## src/hw/frr_params.svh

```systemverilog
`ifndef FRR_PARAMS_SVH
`define FRR_PARAMS_SVH
`define FRR_CMD_OC_LIMIT   8'h46
`define FRR_CMD_UV_REACT   8'h45
`define FRR_CMD_UNIT       8'hD2
`define FRR_RESP_MSB       7
`define FRR_RESP_LSB       6
`define FRR_RETRY_MSB      5
`define FRR_RETRY_LSB      3
`define FRR_DELAY_MSB      2
`define FRR_DELAY_LSB      0
`define FRR_RETRY_FOREVER  3'h7
`define FRR_UV_REACT_RST   8'h80
`define FRR_OC_LIMIT_RST   16'h0000
`define FRR_UNIT_RST       16'h0001
`define FRR_UNIT_NS        1000
`define FRR_CLK_NS         8
`define FRR_UNIT_CYC       ((`FRR_UNIT_NS + `FRR_CLK_NS - 1) / `FRR_CLK_NS)
`endif

```

## src/hw/frr_pkg.sv

```systemverilog
package frr_pkg;
  typedef enum logic [1:0] {
    FRR_RESP_IGNORE   = 2'b00,
    FRR_RESP_CONTINUE = 2'b01,
    FRR_RESP_SHUTDOWN = 2'b10,
    FRR_RESP_HOLD     = 2'b11
  } frr_resp_e;
  typedef enum logic [2:0] {
    FRR_ST_RUN     = 3'b000,
    FRR_ST_GRACE   = 3'b001,
    FRR_ST_WAIT    = 3'b010,
    FRR_ST_RESTART = 3'b011,
    FRR_ST_LATCHED = 3'b100,
    FRR_ST_HOLD    = 3'b101
  } frr_state_e;
endpackage

```

## src/hw/frr_delay_timer.sv

```systemverilog
`timescale 1ns/1ns
`include "frr_params.svh"
module frr_delay_timer #(
  parameter int UNIT_CYC = `FRR_UNIT_CYC
) (
  input  wire logic        sys_clk,    // System clock
  input  wire logic        rstn,       // Async reset, active low
  input  wire logic        start,      // Load and begin timing
  input  wire logic        stop,       // Abort timing
  input  wire logic [2:0]  delay_code, // Power-of-two unit code
  input  wire logic [15:0] unit_mult,  // Unit length in base ticks
  output logic             expired     // One-cycle pulse at end
);
  logic [31:0] base_reg;
  logic [15:0] sub_reg;
  logic [7:0]  units_reg;
  logic        run_reg;
  wire         base_tick = (base_reg == 32'(UNIT_CYC - 1));
  wire         unit_tick = base_tick && (sub_reg + 16'h0001 >= unit_mult);
  wire         last_unit = (units_reg == 8'h01);
  always_ff @(posedge sys_clk or negedge rstn) begin
    if (!rstn) begin
      base_reg  <= 32'h0000_0000;
      sub_reg   <= 16'h0000;
      units_reg <= 8'h00;
      run_reg   <= 1'b0;
      expired   <= 1'b0;
    end else begin
      expired <= 1'b0;
      if (stop) begin
        run_reg <= 1'b0;
      end else if (start) begin
        run_reg   <= 1'b1;
        base_reg  <= 32'h0000_0000;
        sub_reg   <= 16'h0000;
        units_reg <= 8'h01 << delay_code;
      end else if (run_reg) begin
        base_reg <= base_tick ? 32'h0000_0000 : base_reg + 32'h0000_0001;
        if (unit_tick) begin
          sub_reg <= 16'h0000;
          units_reg <= units_reg - 8'h01;
          if (last_unit) begin
            run_reg <= 1'b0;
            expired <= 1'b1;
          end
        end else if (base_tick) begin
          sub_reg <= sub_reg + 16'h0001;
        end
      end
    end
  end
endmodule // frr_delay_timer

```

## src/hw/frr_core.sv

```systemverilog
`timescale 1ns/1ns
`include "frr_params.svh"
module frr_core
  import frr_pkg::*;
#(
  parameter int UNIT_CYC = `FRR_UNIT_CYC
) (
  input  wire logic        sys_clk,       // System clock
  input  wire logic        rstn,          // Async reset, active low
  input  wire logic        cmd_wr,        // Register write strobe
  input  wire logic        cmd_rd,        // Register read strobe
  input  wire logic [7:0]  cmd_code,      // Command code
  input  wire logic [15:0] cmd_wdata,     // Write data
  output logic [15:0]      cmd_rdata,     // Read data, registered
  output logic             cmd_ack,       // Command code recognised
  input  wire logic        uv_fault,      // Under-voltage present
  input  wire logic        clear_faults,  // Clear-all-faults pulse
  input  wire logic        status_clear,  // Clear status bit pulse
  input  wire logic        output_cmd_on, // Output commanded on
  input  wire logic        bias_ok,       // Bias power good
  input  wire logic        other_shutdown,// Other fault shutdown
  output logic             output_enable, // Power stage enable
  output logic             fault_latched, // Latched fault status
  output logic [2:0]       attempt_count  // Restarts made so far
);
  import frr_pkg::*;

  logic [15:0] oc_limit_reg;
  logic [7:0]  uv_react_reg;
  logic [15:0] unit_reg;
  frr_state_e  state_reg;
  frr_state_e  state_next;
  logic        cmd_on_d_reg;
  logic        en_reg;

  // Only these states may leave the power stage switched on
  function automatic logic drives_output(input frr_state_e s);
    case (s)
      FRR_ST_RUN,
      FRR_ST_GRACE,
      FRR_ST_RESTART: drives_output = 1'b1;
      default:        drives_output = 1'b0;
    endcase
  endfunction

  function automatic logic timed_state(input frr_state_e s);
    timed_state = (s == FRR_ST_WAIT) || (s == FRR_ST_GRACE);
  endfunction

  // A zero unit is stored as one; the timer would time zero as one unit anyway
  function automatic logic [15:0] unit_fix(input logic [15:0] v);
    unit_fix = (v == 16'h0000) ? 16'h0001 : v;
  endfunction

  wire frr_resp_e resp   =
    frr_resp_e'(uv_react_reg[`FRR_RESP_MSB:`FRR_RESP_LSB]);
  wire [2:0] retry_lim   = uv_react_reg[`FRR_RETRY_MSB:`FRR_RETRY_LSB];
  wire [2:0] delay_code  = uv_react_reg[`FRR_DELAY_MSB:`FRR_DELAY_LSB];
  wire       hit_oc      = (cmd_code == `FRR_CMD_OC_LIMIT);
  wire       hit_uv      = (cmd_code == `FRR_CMD_UV_REACT);
  wire       hit_unit    = (cmd_code == `FRR_CMD_UNIT);
  wire       reenable    = output_cmd_on && !cmd_on_d_reg;
  // Any of these drops the latch and restarts counting
  wire       clear_any   = clear_faults || status_clear || !bias_ok
                         || reenable;
  wire       stop_retry  = !output_cmd_on || !bias_ok || other_shutdown;
  wire       retry_left  = (retry_lim == `FRR_RETRY_FOREVER)
                         || (attempt_count < retry_lim);
  wire       timer_exp;
  wire       enter_wait  = (state_reg != FRR_ST_WAIT)
                         && (state_next == FRR_ST_WAIT);
  wire       enter_grace = (state_reg != FRR_ST_GRACE)
                         && (state_next == FRR_ST_GRACE);
  wire       timer_start = enter_wait || enter_grace;
  wire       timer_stop  = !timed_state(state_next);
  wire       wr_oc       = cmd_wr && hit_oc;
  wire       wr_uv       = cmd_wr && hit_uv;
  wire       wr_unit     = cmd_wr && hit_unit;
  wire       restart_go  = (state_next == FRR_ST_RESTART)
                         && (state_reg != FRR_ST_RESTART)
                         && (attempt_count != 3'h7);
  wire       next_on     = output_cmd_on && bias_ok
                         && drives_output(state_next);
  wire       next_latch  = (state_next == FRR_ST_LATCHED);

  function automatic frr_state_e after_fault(input logic more);
    after_fault = more ? FRR_ST_WAIT : FRR_ST_LATCHED;
  endfunction

  // Read mux
  wire [15:0] rd_sel = hit_oc   ? oc_limit_reg :
                       hit_uv   ? {8'h00, uv_react_reg} :
                       hit_unit ? unit_reg : 16'h0000;

  always_comb begin
    state_next = state_reg;
    case (state_reg)
      FRR_ST_RUN: begin
        if (uv_fault) begin
          case (resp)
            FRR_RESP_CONTINUE: state_next = FRR_ST_GRACE;
            FRR_RESP_SHUTDOWN: state_next = after_fault(retry_left);
            FRR_RESP_HOLD:     state_next = FRR_ST_HOLD;
            default:           state_next = FRR_ST_RUN;
          endcase
        end
      end
      FRR_ST_GRACE: begin
        if (!uv_fault)
          state_next = FRR_ST_RUN;
        else if (timer_exp)
          state_next = after_fault(retry_left);
      end
      FRR_ST_WAIT: begin
        if (stop_retry)
          state_next = FRR_ST_LATCHED;
        else if (timer_exp)
          state_next = FRR_ST_RESTART;
      end
      FRR_ST_RESTART: begin
        // One cycle with output on; fault still there means failed try
        if (uv_fault)
          state_next = after_fault(retry_left);
        else
          state_next = FRR_ST_RUN;
      end
      FRR_ST_HOLD: begin
        if (!uv_fault)
          state_next = FRR_ST_RUN;
      end
      FRR_ST_LATCHED: begin
        if (clear_any)
          state_next = FRR_ST_RUN;
      end
      default: state_next = FRR_ST_RUN;
    endcase
    if (clear_any)
      state_next = FRR_ST_RUN;
  end

  frr_delay_timer #(.UNIT_CYC(UNIT_CYC)) u_timer (
    .sys_clk    (sys_clk),
    .rstn       (rstn),
    .start      (timer_start),
    .stop       (timer_stop),
    .delay_code (delay_code),
    .unit_mult  (unit_reg),
    .expired    (timer_exp)
  );

  always_ff @(posedge sys_clk or negedge rstn) begin
    if (!rstn) begin
      oc_limit_reg <= `FRR_OC_LIMIT_RST;
    end else if (wr_oc) begin
      oc_limit_reg <= cmd_wdata;
    end
  end

  always_ff @(posedge sys_clk or negedge rstn) begin
    if (!rstn) begin
      uv_react_reg <= `FRR_UV_REACT_RST;
    end else if (wr_uv) begin
      uv_react_reg <= cmd_wdata[7:0];
    end
  end

  always_ff @(posedge sys_clk or negedge rstn) begin
    if (!rstn) begin
      unit_reg <= `FRR_UNIT_RST;
    end else if (wr_unit) begin
      unit_reg <= unit_fix(cmd_wdata);
    end
  end

  always_ff @(posedge sys_clk or negedge rstn) begin
    if (!rstn) begin
      cmd_rdata <= 16'h0000;
    end else if (cmd_rd) begin
      cmd_rdata <= rd_sel;
    end
  end

  assign cmd_ack = hit_oc || hit_uv || hit_unit;

  always_ff @(posedge sys_clk or negedge rstn) begin
    if (!rstn) begin
      state_reg <= FRR_ST_RUN;
    end else begin
      state_reg <= state_next;
    end
  end

  // Reset as if already on, so release cannot fake a re-enable edge
  always_ff @(posedge sys_clk or negedge rstn) begin
    if (!rstn) begin
      cmd_on_d_reg <= 1'b1;
    end else begin
      cmd_on_d_reg <= output_cmd_on;
    end
  end

  always_ff @(posedge sys_clk or negedge rstn) begin
    if (!rstn) begin
      attempt_count <= 3'h0;
    end else if (clear_any) begin
      attempt_count <= 3'h0;
    end else if (restart_go) begin
      attempt_count <= attempt_count + 3'h1;
    end
  end

  always_ff @(posedge sys_clk or negedge rstn) begin
    if (!rstn) begin
      en_reg <= 1'b0;
    end else begin
      en_reg <= next_on;
    end
  end

  always_ff @(posedge sys_clk or negedge rstn) begin
    if (!rstn) begin
      fault_latched <= 1'b0;
    end else begin
      fault_latched <= next_latch;
    end
  end

  assign output_enable = en_reg;
endmodule // frr_core

```

## config.mk

```make
export PLATFORM = sky130hd
export DESIGN_NAME = frr_core
export DESIGN_NICKNAME = d
export VERILOG_FILES = /design/src/hw/frr_pkg.sv /design/src/hw/frr_delay_timer.sv /design/src/hw/frr_core.sv
export VERILOG_INCLUDE_DIRS = /design/src /design/src/hw
export SDC_FILE = /design/constraint.sdc
export NUM_CORES = 1
export LEC_CHECK = 0
export ABC_AREA = 1
export BUFFER_PORTS_ARGS = -buffer_cell sky130_fd_sc_hd__buf_4
export CORE_MARGIN = 2
export CORE_UTILIZATION = 45
export DETAILED_ROUTE_END_ITERATION = 10
export GPL_TIMING_DRIVEN = 0
export REMOVE_ABC_BUFFERS = 1
export SLEW_MARGIN = 5
export SYNTH_ARGS = -nofsm -noshare
export SYNTH_HDL_FRONTEND = slang
export SYNTH_SLANG_ARGS = --single-unit
```

## constraint.sdc

```tcl
create_clock -name sys_clk -period 2.7 [get_ports sys_clk]
set_input_delay 0.27 -clock sys_clk [delete_from_list [all_inputs] [get_ports sys_clk]]
set_output_delay 0.27 -clock sys_clk [all_outputs]
set_load 0.1 [all_outputs]
```

Word level (Yosys, flattened, before mapping)

Cells that the tools add are included.

$add $sub $neg: 4
$mul: 0
Divide/modulo/power cells: 0
Magnitude comparators: 2
Eq/ne operators: 22
Shift-type cells: 1
Mux-type cells: 38
Bitwise gates (word level): 0
Reductions and logical operators: 35

Operator list:

| operator                                                            | count |
|---|---|
| 16-bit two-way mux                                                  | 8 |
| 32-bit two-way mux                                                  | 3 |
| 3-bit two-way mux                                                   | 11 |
| 32-bit by 1-bit adder with 32-bit output (second input constant)    | 1 |
| 32-bit by 7-bit == test with 1-bit output (second input constant)   | 1 |
| 8-bit two-way mux                                                   | 3 |
| 3-bit one-hot mux with 6 select lines                               | 1 |
| 16-bit by 1-bit adder with 16-bit output (second input constant)    | 1 |
| 8-bit by 7-bit == test with 1-bit output (second input constant)    | 2 |
| 16-bit >= comparator                                                | 1 |
| 16-bit zero test                                                    | 1 |
| 3-bit by 2-bit == test with 1-bit output (second input constant)    | 4 |
| 3-bit == test (second input constant)                               | 4 |
| 1-bit logical AND                                                   | 11 |
| 1-bit two-way mux                                                   | 11 |
| 1-bit logical OR                                                    | 10 |
| 3-bit one-hot mux with 3 select lines                               | 1 |
| 8-bit by 1-bit == test with 1-bit output (second input constant)    | 1 |
| 8-bit == test (second input constant)                               | 1 |
| 1-bit by 3-bit << shifter with 8-bit output (first input constant)  | 1 |
| 8-bit by 1-bit subtractor with 8-bit output (second input constant) | 1 |
| 3-bit by 1-bit == test with 1-bit output (second input constant)    | 2 |
| 3-bit zero test                                                     | 2 |
| 3-bit by 2-bit != test with 1-bit output (second input constant)    | 2 |
| 12 further kinds                                                    | 18 |

Register bits: 123
Latch bits: 0
Bits in writable memories: 0
Memory bits (read-only): 0
Input bits: 34
Output and inout port bits: 22
Logic and storage cells: 116
Memories: 0

Logic depth before layout (Yosys ltp)

Depth after elaboration: 12
Depth in mapped cells: 20
Depth with buffers taken out: 20

Modules after synthesis

A second synthesis with hierarchy kept.

Cell total of the unflattened synthesis: 995
Area total of the unflattened synthesis: 7399.6 um^2

By module, submodules not included:

| module          | instances | cells each | area each (um^2) | seq. area each (um^2) |
|---|---|---|---|---|
| frr_delay_timer | 1         | 616        | 4232.8           | 1451.4 |
| frr_core        | 1         | 379        | 3166.8           | 1630.3 |

Worst setup path after synthesis

Ideal clock, no wire load.

Path kind: register to register
Start point: register u_timer.sub_reg[0]
End point: register u_timer.run_reg
Setup time: 121 ps
Data arrival time: 2695 ps
Setup slack: -115 ps
Cell stages (with the launch flop): 19
Buffers on the path: 1
Path through: dfrtp_1 ha_1 nand2_1 nor2_1 nand3_1 nor2_1 nand2_1 xnor2_1 ha_1 nand2_1 inv_1 nand3_1 nor3_1 nand3_1 nand3_1 clkbuf_1 nand2_1 nor2_1 nor2_1

Cells in the longest elaborated chain, start to end: 7

Ends and longest elaborated chain:

| what                                     | RTL line              | text |
|---|---|---|
| start: declaration                       | frr_delay_timer.sv:15 | `logic [15:0] sub_reg;` |
| start signal: assignment                 | frr_delay_timer.sv:47 | `sub_reg <= sub_reg + 16'h0001;` |
| 16-bit by 1-bit adder with 16-bit output | frr_delay_timer.sv:19 | `wire unit_tick = base_tick && (sub_reg + 16'h0001 >= unit_mult);` |
| 16-bit >= comparator                     | frr_delay_timer.sv:19 |  |
| 1-bit logical AND                        | frr_delay_timer.sv:19 |  |
| 1-bit two-way mux                        | frr_delay_timer.sv:39 | `if (unit_tick) begin` |
| 1-bit two-way mux                        | frr_delay_timer.sv:37 | `end else if (run_reg) begin` |
| 1-bit two-way mux                        | frr_delay_timer.sv:32 | `end else if (start) begin` |
| 1-bit two-way mux                        | frr_delay_timer.sv:30 | `if (stop) begin` |
| end signal: assignment                   | frr_delay_timer.sv:31 | `run_reg <= 1'b0;` |
| end signal: assignment                   | frr_delay_timer.sv:33 | `run_reg <= 1'b1;` |
| end signal: assignment                   | frr_delay_timer.sv:43 | `run_reg <= 1'b0;` |
| end: declaration                         | frr_delay_timer.sv:17 | `logic run_reg;` |

Every way passes these cells.
A chain may end at the register's enable or synchronous reset.

Worst setup path in the final report

Start point: register u_timer.sub_reg[1]
End point: register u_timer.units_reg[4]

Cells in the longest elaborated chain, start to end: 5

Ends and longest elaborated chain:

| what                                     | RTL line              | text |
|---|---|---|
| 16-bit by 1-bit adder with 16-bit output | frr_delay_timer.sv:19 |  |
| 16-bit >= comparator                     | frr_delay_timer.sv:19 |  |
| 1-bit logical AND                        | frr_delay_timer.sv:19 |  |
| 2-bit nonzero test (no line)             | --                    |  |
| 3-bit AND reduction (no line)            | --                    |  |
| end signal: assignment                   | frr_delay_timer.sv:36 | `units_reg <= 8'h01 << delay_code;` |
| end signal: assignment                   | frr_delay_timer.sv:41 | `units_reg <= units_reg - 8'h01;` |
| end: declaration                         | frr_delay_timer.sv:16 | `logic [7:0] units_reg;` |

Every way passes these cells.

==> key figures <==
GRT
  – Largest net degree at the start of global routing: 89
  – Met2 usage: 36.3%
  – Met1 Use GR: 34.2%
  – Congestion Overflow GR: 0
  – All-layer global routing usage: 23.8%
  – Initial antenna violation count: 0
  – GRT busiest layer: met2
  – First-pass GRT wire length: 33700 µm
  – GR Util met3: 5.18%
  – Number of global-route vias before repair: ~6600

Timing
  – Min cycle time layout: 2.82 ns
  – Rel. slew slack: 32.1%
  – Least-Margin Pin Slew: 1.01 ns
  – Clock Skew: 0.00795 ns
  – Fin Hold WS: between 0.1 and 0.15 ns
  – Final setup violation count: 25
  – Post-layout worst setup margin: -0.119 ns
  – Final hold vios: 0
  – Max Freq: approximately 0.35 GHz
  – Final period utilization: 104%
  – RSZ-0062 raised after global routing: yes
  – Max Slew Vio Count: 0

Clocking
  – H-tree levels: 4
  – Clk_lat worst skew: 0.42 ns
  – CTS tree: yes
  – Root buffer cell: clkbuf_16
  – Num Clock Sinks: 123
  – Num CTS Buffers: 17
  – Clock transition at the registers of the reported paths: 0.06 ns
  – Clock Path Buffers: 2

Routing
  – Pre-antenna DRT Iters: 5
  – Initial drt markers: 591
  – Total number of vias: 7020
  – Antenna Nets Post-Route: 0
  – Final WL: 20500 µm
  – WL/cell: 15.4 µm
  – DR vias/cell: between 5 and 6
  – DR DRC count: 0

Setup path
  – CP top delay family: simple AND/OR/NAND/NOR gates
  – Largest stage delay, worst path: 0.41 ns
  – CP Cell Sequence: ha_4, nand2_4, nor2_4, nand3_2, nor2_4, nand2_1, xor2_2, inv_1, ha_1, nand3_4, nor3_4, nand3_2, nand3_4, nand2_8, o21ai_4, nand2_1, nand2_1
  – WP buf/inv: 1
  – Arr. time, crit path: 3.18 ns
  – Worst reg2reg setup slack: -0.12 ns
  – WS Path Type: flop to flop
  – RR Endpoint: u_timer.units_reg[4]
  – FF-to-FF path depth: 17
  – Critical path origin: u_timer.sub_reg[1]
  – Most used cell, CP: nand2_1
  – Crit. End Element: flop
  – Worst r2r src: u_timer.sub_reg[1]
  – Startpoint Class: flop
  – WP data required: 3.06 ns
  – CP Max Fanout: 8
  – CP max-delay cell: dfrtp_1

Synthesis
  – Syn_area_per_cell: roughly 7.3 µm²
  – Synth area leader: dfrtp_1
  – Distinct cells, synth: 41
  – Synth warn: 0
  – Count of state elements after synthesis: 123
  – Mapped Cells: 1027
  – Mapped cell area: about 7500 µm²
  – Largest cells by area after synthesis: dfrtp_1 (40%), nand2_1 (16%), inv_1 (5.5%)
  – Seq/Total Area, Yosys: between 40% and 50%
  – Yosys top cell area share: between 30 and 40%

Finish
  – Commonest non-fill, non-tap cell in the layout: nand2_1
  – Area Overhead vs Synth: 23.0%
  – Most frequent cells in the layout: nand2_1 (294), dfrtp_1 (116), inv_1 (108)
  – Share of post-route cells with drive strength above 1: 18.8%
  – Flip-flop count of the largest register after layout: 32
  – Total Nets Final: 1156
  – Footprint of the multi-input gates: 4200 µm²
  – Antenna Cells: 0
  – Fill cells: ~1500
  – FF/Latch Area: 3090 µm²

Run
  – Max Cap Viol: 0

Worst hold path
  – Worst hold path type: input port to flop
  – Hold Path Depth: 3
  – Min-delay src: bias_ok
  – Hold endpoint: output_enable

Floorplanning
  – I/O Pins: 56
  – # rows: 47
  – Die span in y: 133 µm
  – Die Wd: 133 µm
  – Core area: between 15000 and 20000 µm²
  – Die Footprint: 17700 µm²
  – Initial Util: 45.6%

Power
  – Power Density: 512 nW/µm²
  – Max VDD drop: 0.000460 V
  – Pleak: around 0.0045 µW
  – PnR Total Power: ~4700 µW

Place
  – I/O Buffers: 55
  – DP Wirelength: approximately 14000 µm
  – GPL Wtd Cong: 0.920

Outcome
  – Failing checks: negative setup slack
  – Status: finished, violations left
==> power by group <==
group | internal [µW] | switching (µW) | total [µW]
Combinational | 227 | 395 | 622
Sequential | 1910 | 59.9 | 1970
Clock | 1260 | 879 | 2140
Total | 3400 | 1330 | 4730
==> metrics by stage <==
| step | worst slack, ns | cell area, µm² | cells | util (%) | setup TNS (ns) |
|---|---|---|---|---|---|
| floorplan | -0.594 | 7330 | 991 | - | -28.88 |
| finish | -0.119 | 9240 | 1329 | 56.1 | -2.15 |
| global placement | -1.11 | 8010 | 1266 | 48.7 | -63.57 |
| CTS | -0.153 | 9010 | 1316 | 54.7 | -1.62 |
| global route | -0.327 | 9240 | 1329 | 56.1 | -9.45 |
| detailed placement | -1.15 | 8050 | 1267 | 48.9 | -65.43 |
==> worst max path at each step <==
stage	endpoint	slack (ns)	cells after the start
final	u_timer.units_reg[4]	-0.12	17
after global routing	u_timer.units_reg[4]	-0.33	16
after CTS	u_timer.units_reg[4]	-0.15	18
after detailed placement	u_timer.base_reg[9]	-1.15	16
after global placement	u_timer.base_reg[6]	-1.11	16
after floorplan	u_timer.base_reg[10]	-0.59	12
==> synth_stat cells <==
| cell type | instances |
|---|---|
| nand2_1 | 311 |
| dfrtp_1 | 120 |
| inv_1 | 111 |
| nor2_1 | 83 |
| nand3_1 | 61 |
| o21ai_0 | 54 |
| nor3_1 | 41 |
| nand4_1 | 38 |
| xor2_1 | 31 |
| a21oi_1 | 28 |
| ha_1 | 25 |
| clkbuf_1 | 18 |
| nor4_1 | 15 |
| o21ai_1 | 12 |
| buf_2 | 11 |
| a31oi_1 | 8 |
| o22ai_1 | 6 |
| xnor2_1 | 6 |
| buf_6 | 4 |
| nand2_2 | 4 |
| nand3_2 | 4 |
| nor2_4 | 4 |
| dfstp_2 | 3 |
| inv_2 | 3 |
| nand3b_1 | 3 |
| nor2_2 | 3 |
| nor3b_1 | 3 |
| a22o_1 | 2 |
| buf_4 | 2 |
| or2_2 | 2 |
| a211oi_1 | 1 |
| a21oi_4 | 1 |
| a41oi_1 | 1 |
| and2_1 | 1 |
| buf_1 | 1 |
| clkinv_1 | 1 |
| nand2_4 | 1 |
| nand2_8 | 1 |
| o21a_1 | 1 |
| o21ai_2 | 1 |
| or2_0 | 1 |
==> tightest hold or removal path: cells and delay by family <==
| kind | cells | cell delay, ns |
|---|---|---|
| buf+inv | 1 | 0.11 |
| simple gates | 2 | 0.14 |
==> what timing repair did <==
action | 4_1_cts | 5_1_grt
hold buffers | 2 | 0
cloned | 1 | 0
pin swaps | 38 | 22
resized for setup | 64 | 32
buffers inserted | 15 | 14
endpoints found under the hold margin | 35 | 0
endpoints found under the setup margin | 75 | 53
==> cells by family after synthesis <==
logic type               Yosys count  share of synthesized area [%]
AO/OA/AOI/OAI                    115                           8.31
adder cells (fa/ha/maj)           25                           4.16
XOR/XNOR                          37                           4.31
flip-flops                       123                           41.0
AND/OR/NAND/NOR                  576                           34.0
buffers and inverters            151                           8.23
==> metal layers <==
layer | routed length [µm] | vias up
li1 | - | 3484
met1 | 9730 | 3290
met2 | 9240 | 212
met3 | 1230 | 34
met4 | 293 | 0
met5 | 0 | -
==> layout make-up <==
class                      instances  share of cell area, %
inverter                         115                   4.74
multi-input combinational        754                   45.4
tap                              220                   2.98
sequential                       123                   33.4
clock inverter                    14                   1.34
clock buffer                      17                   4.60
timing repair buffer              86                   7.50
No activity file was read; power rests on OpenSTA's default activity.
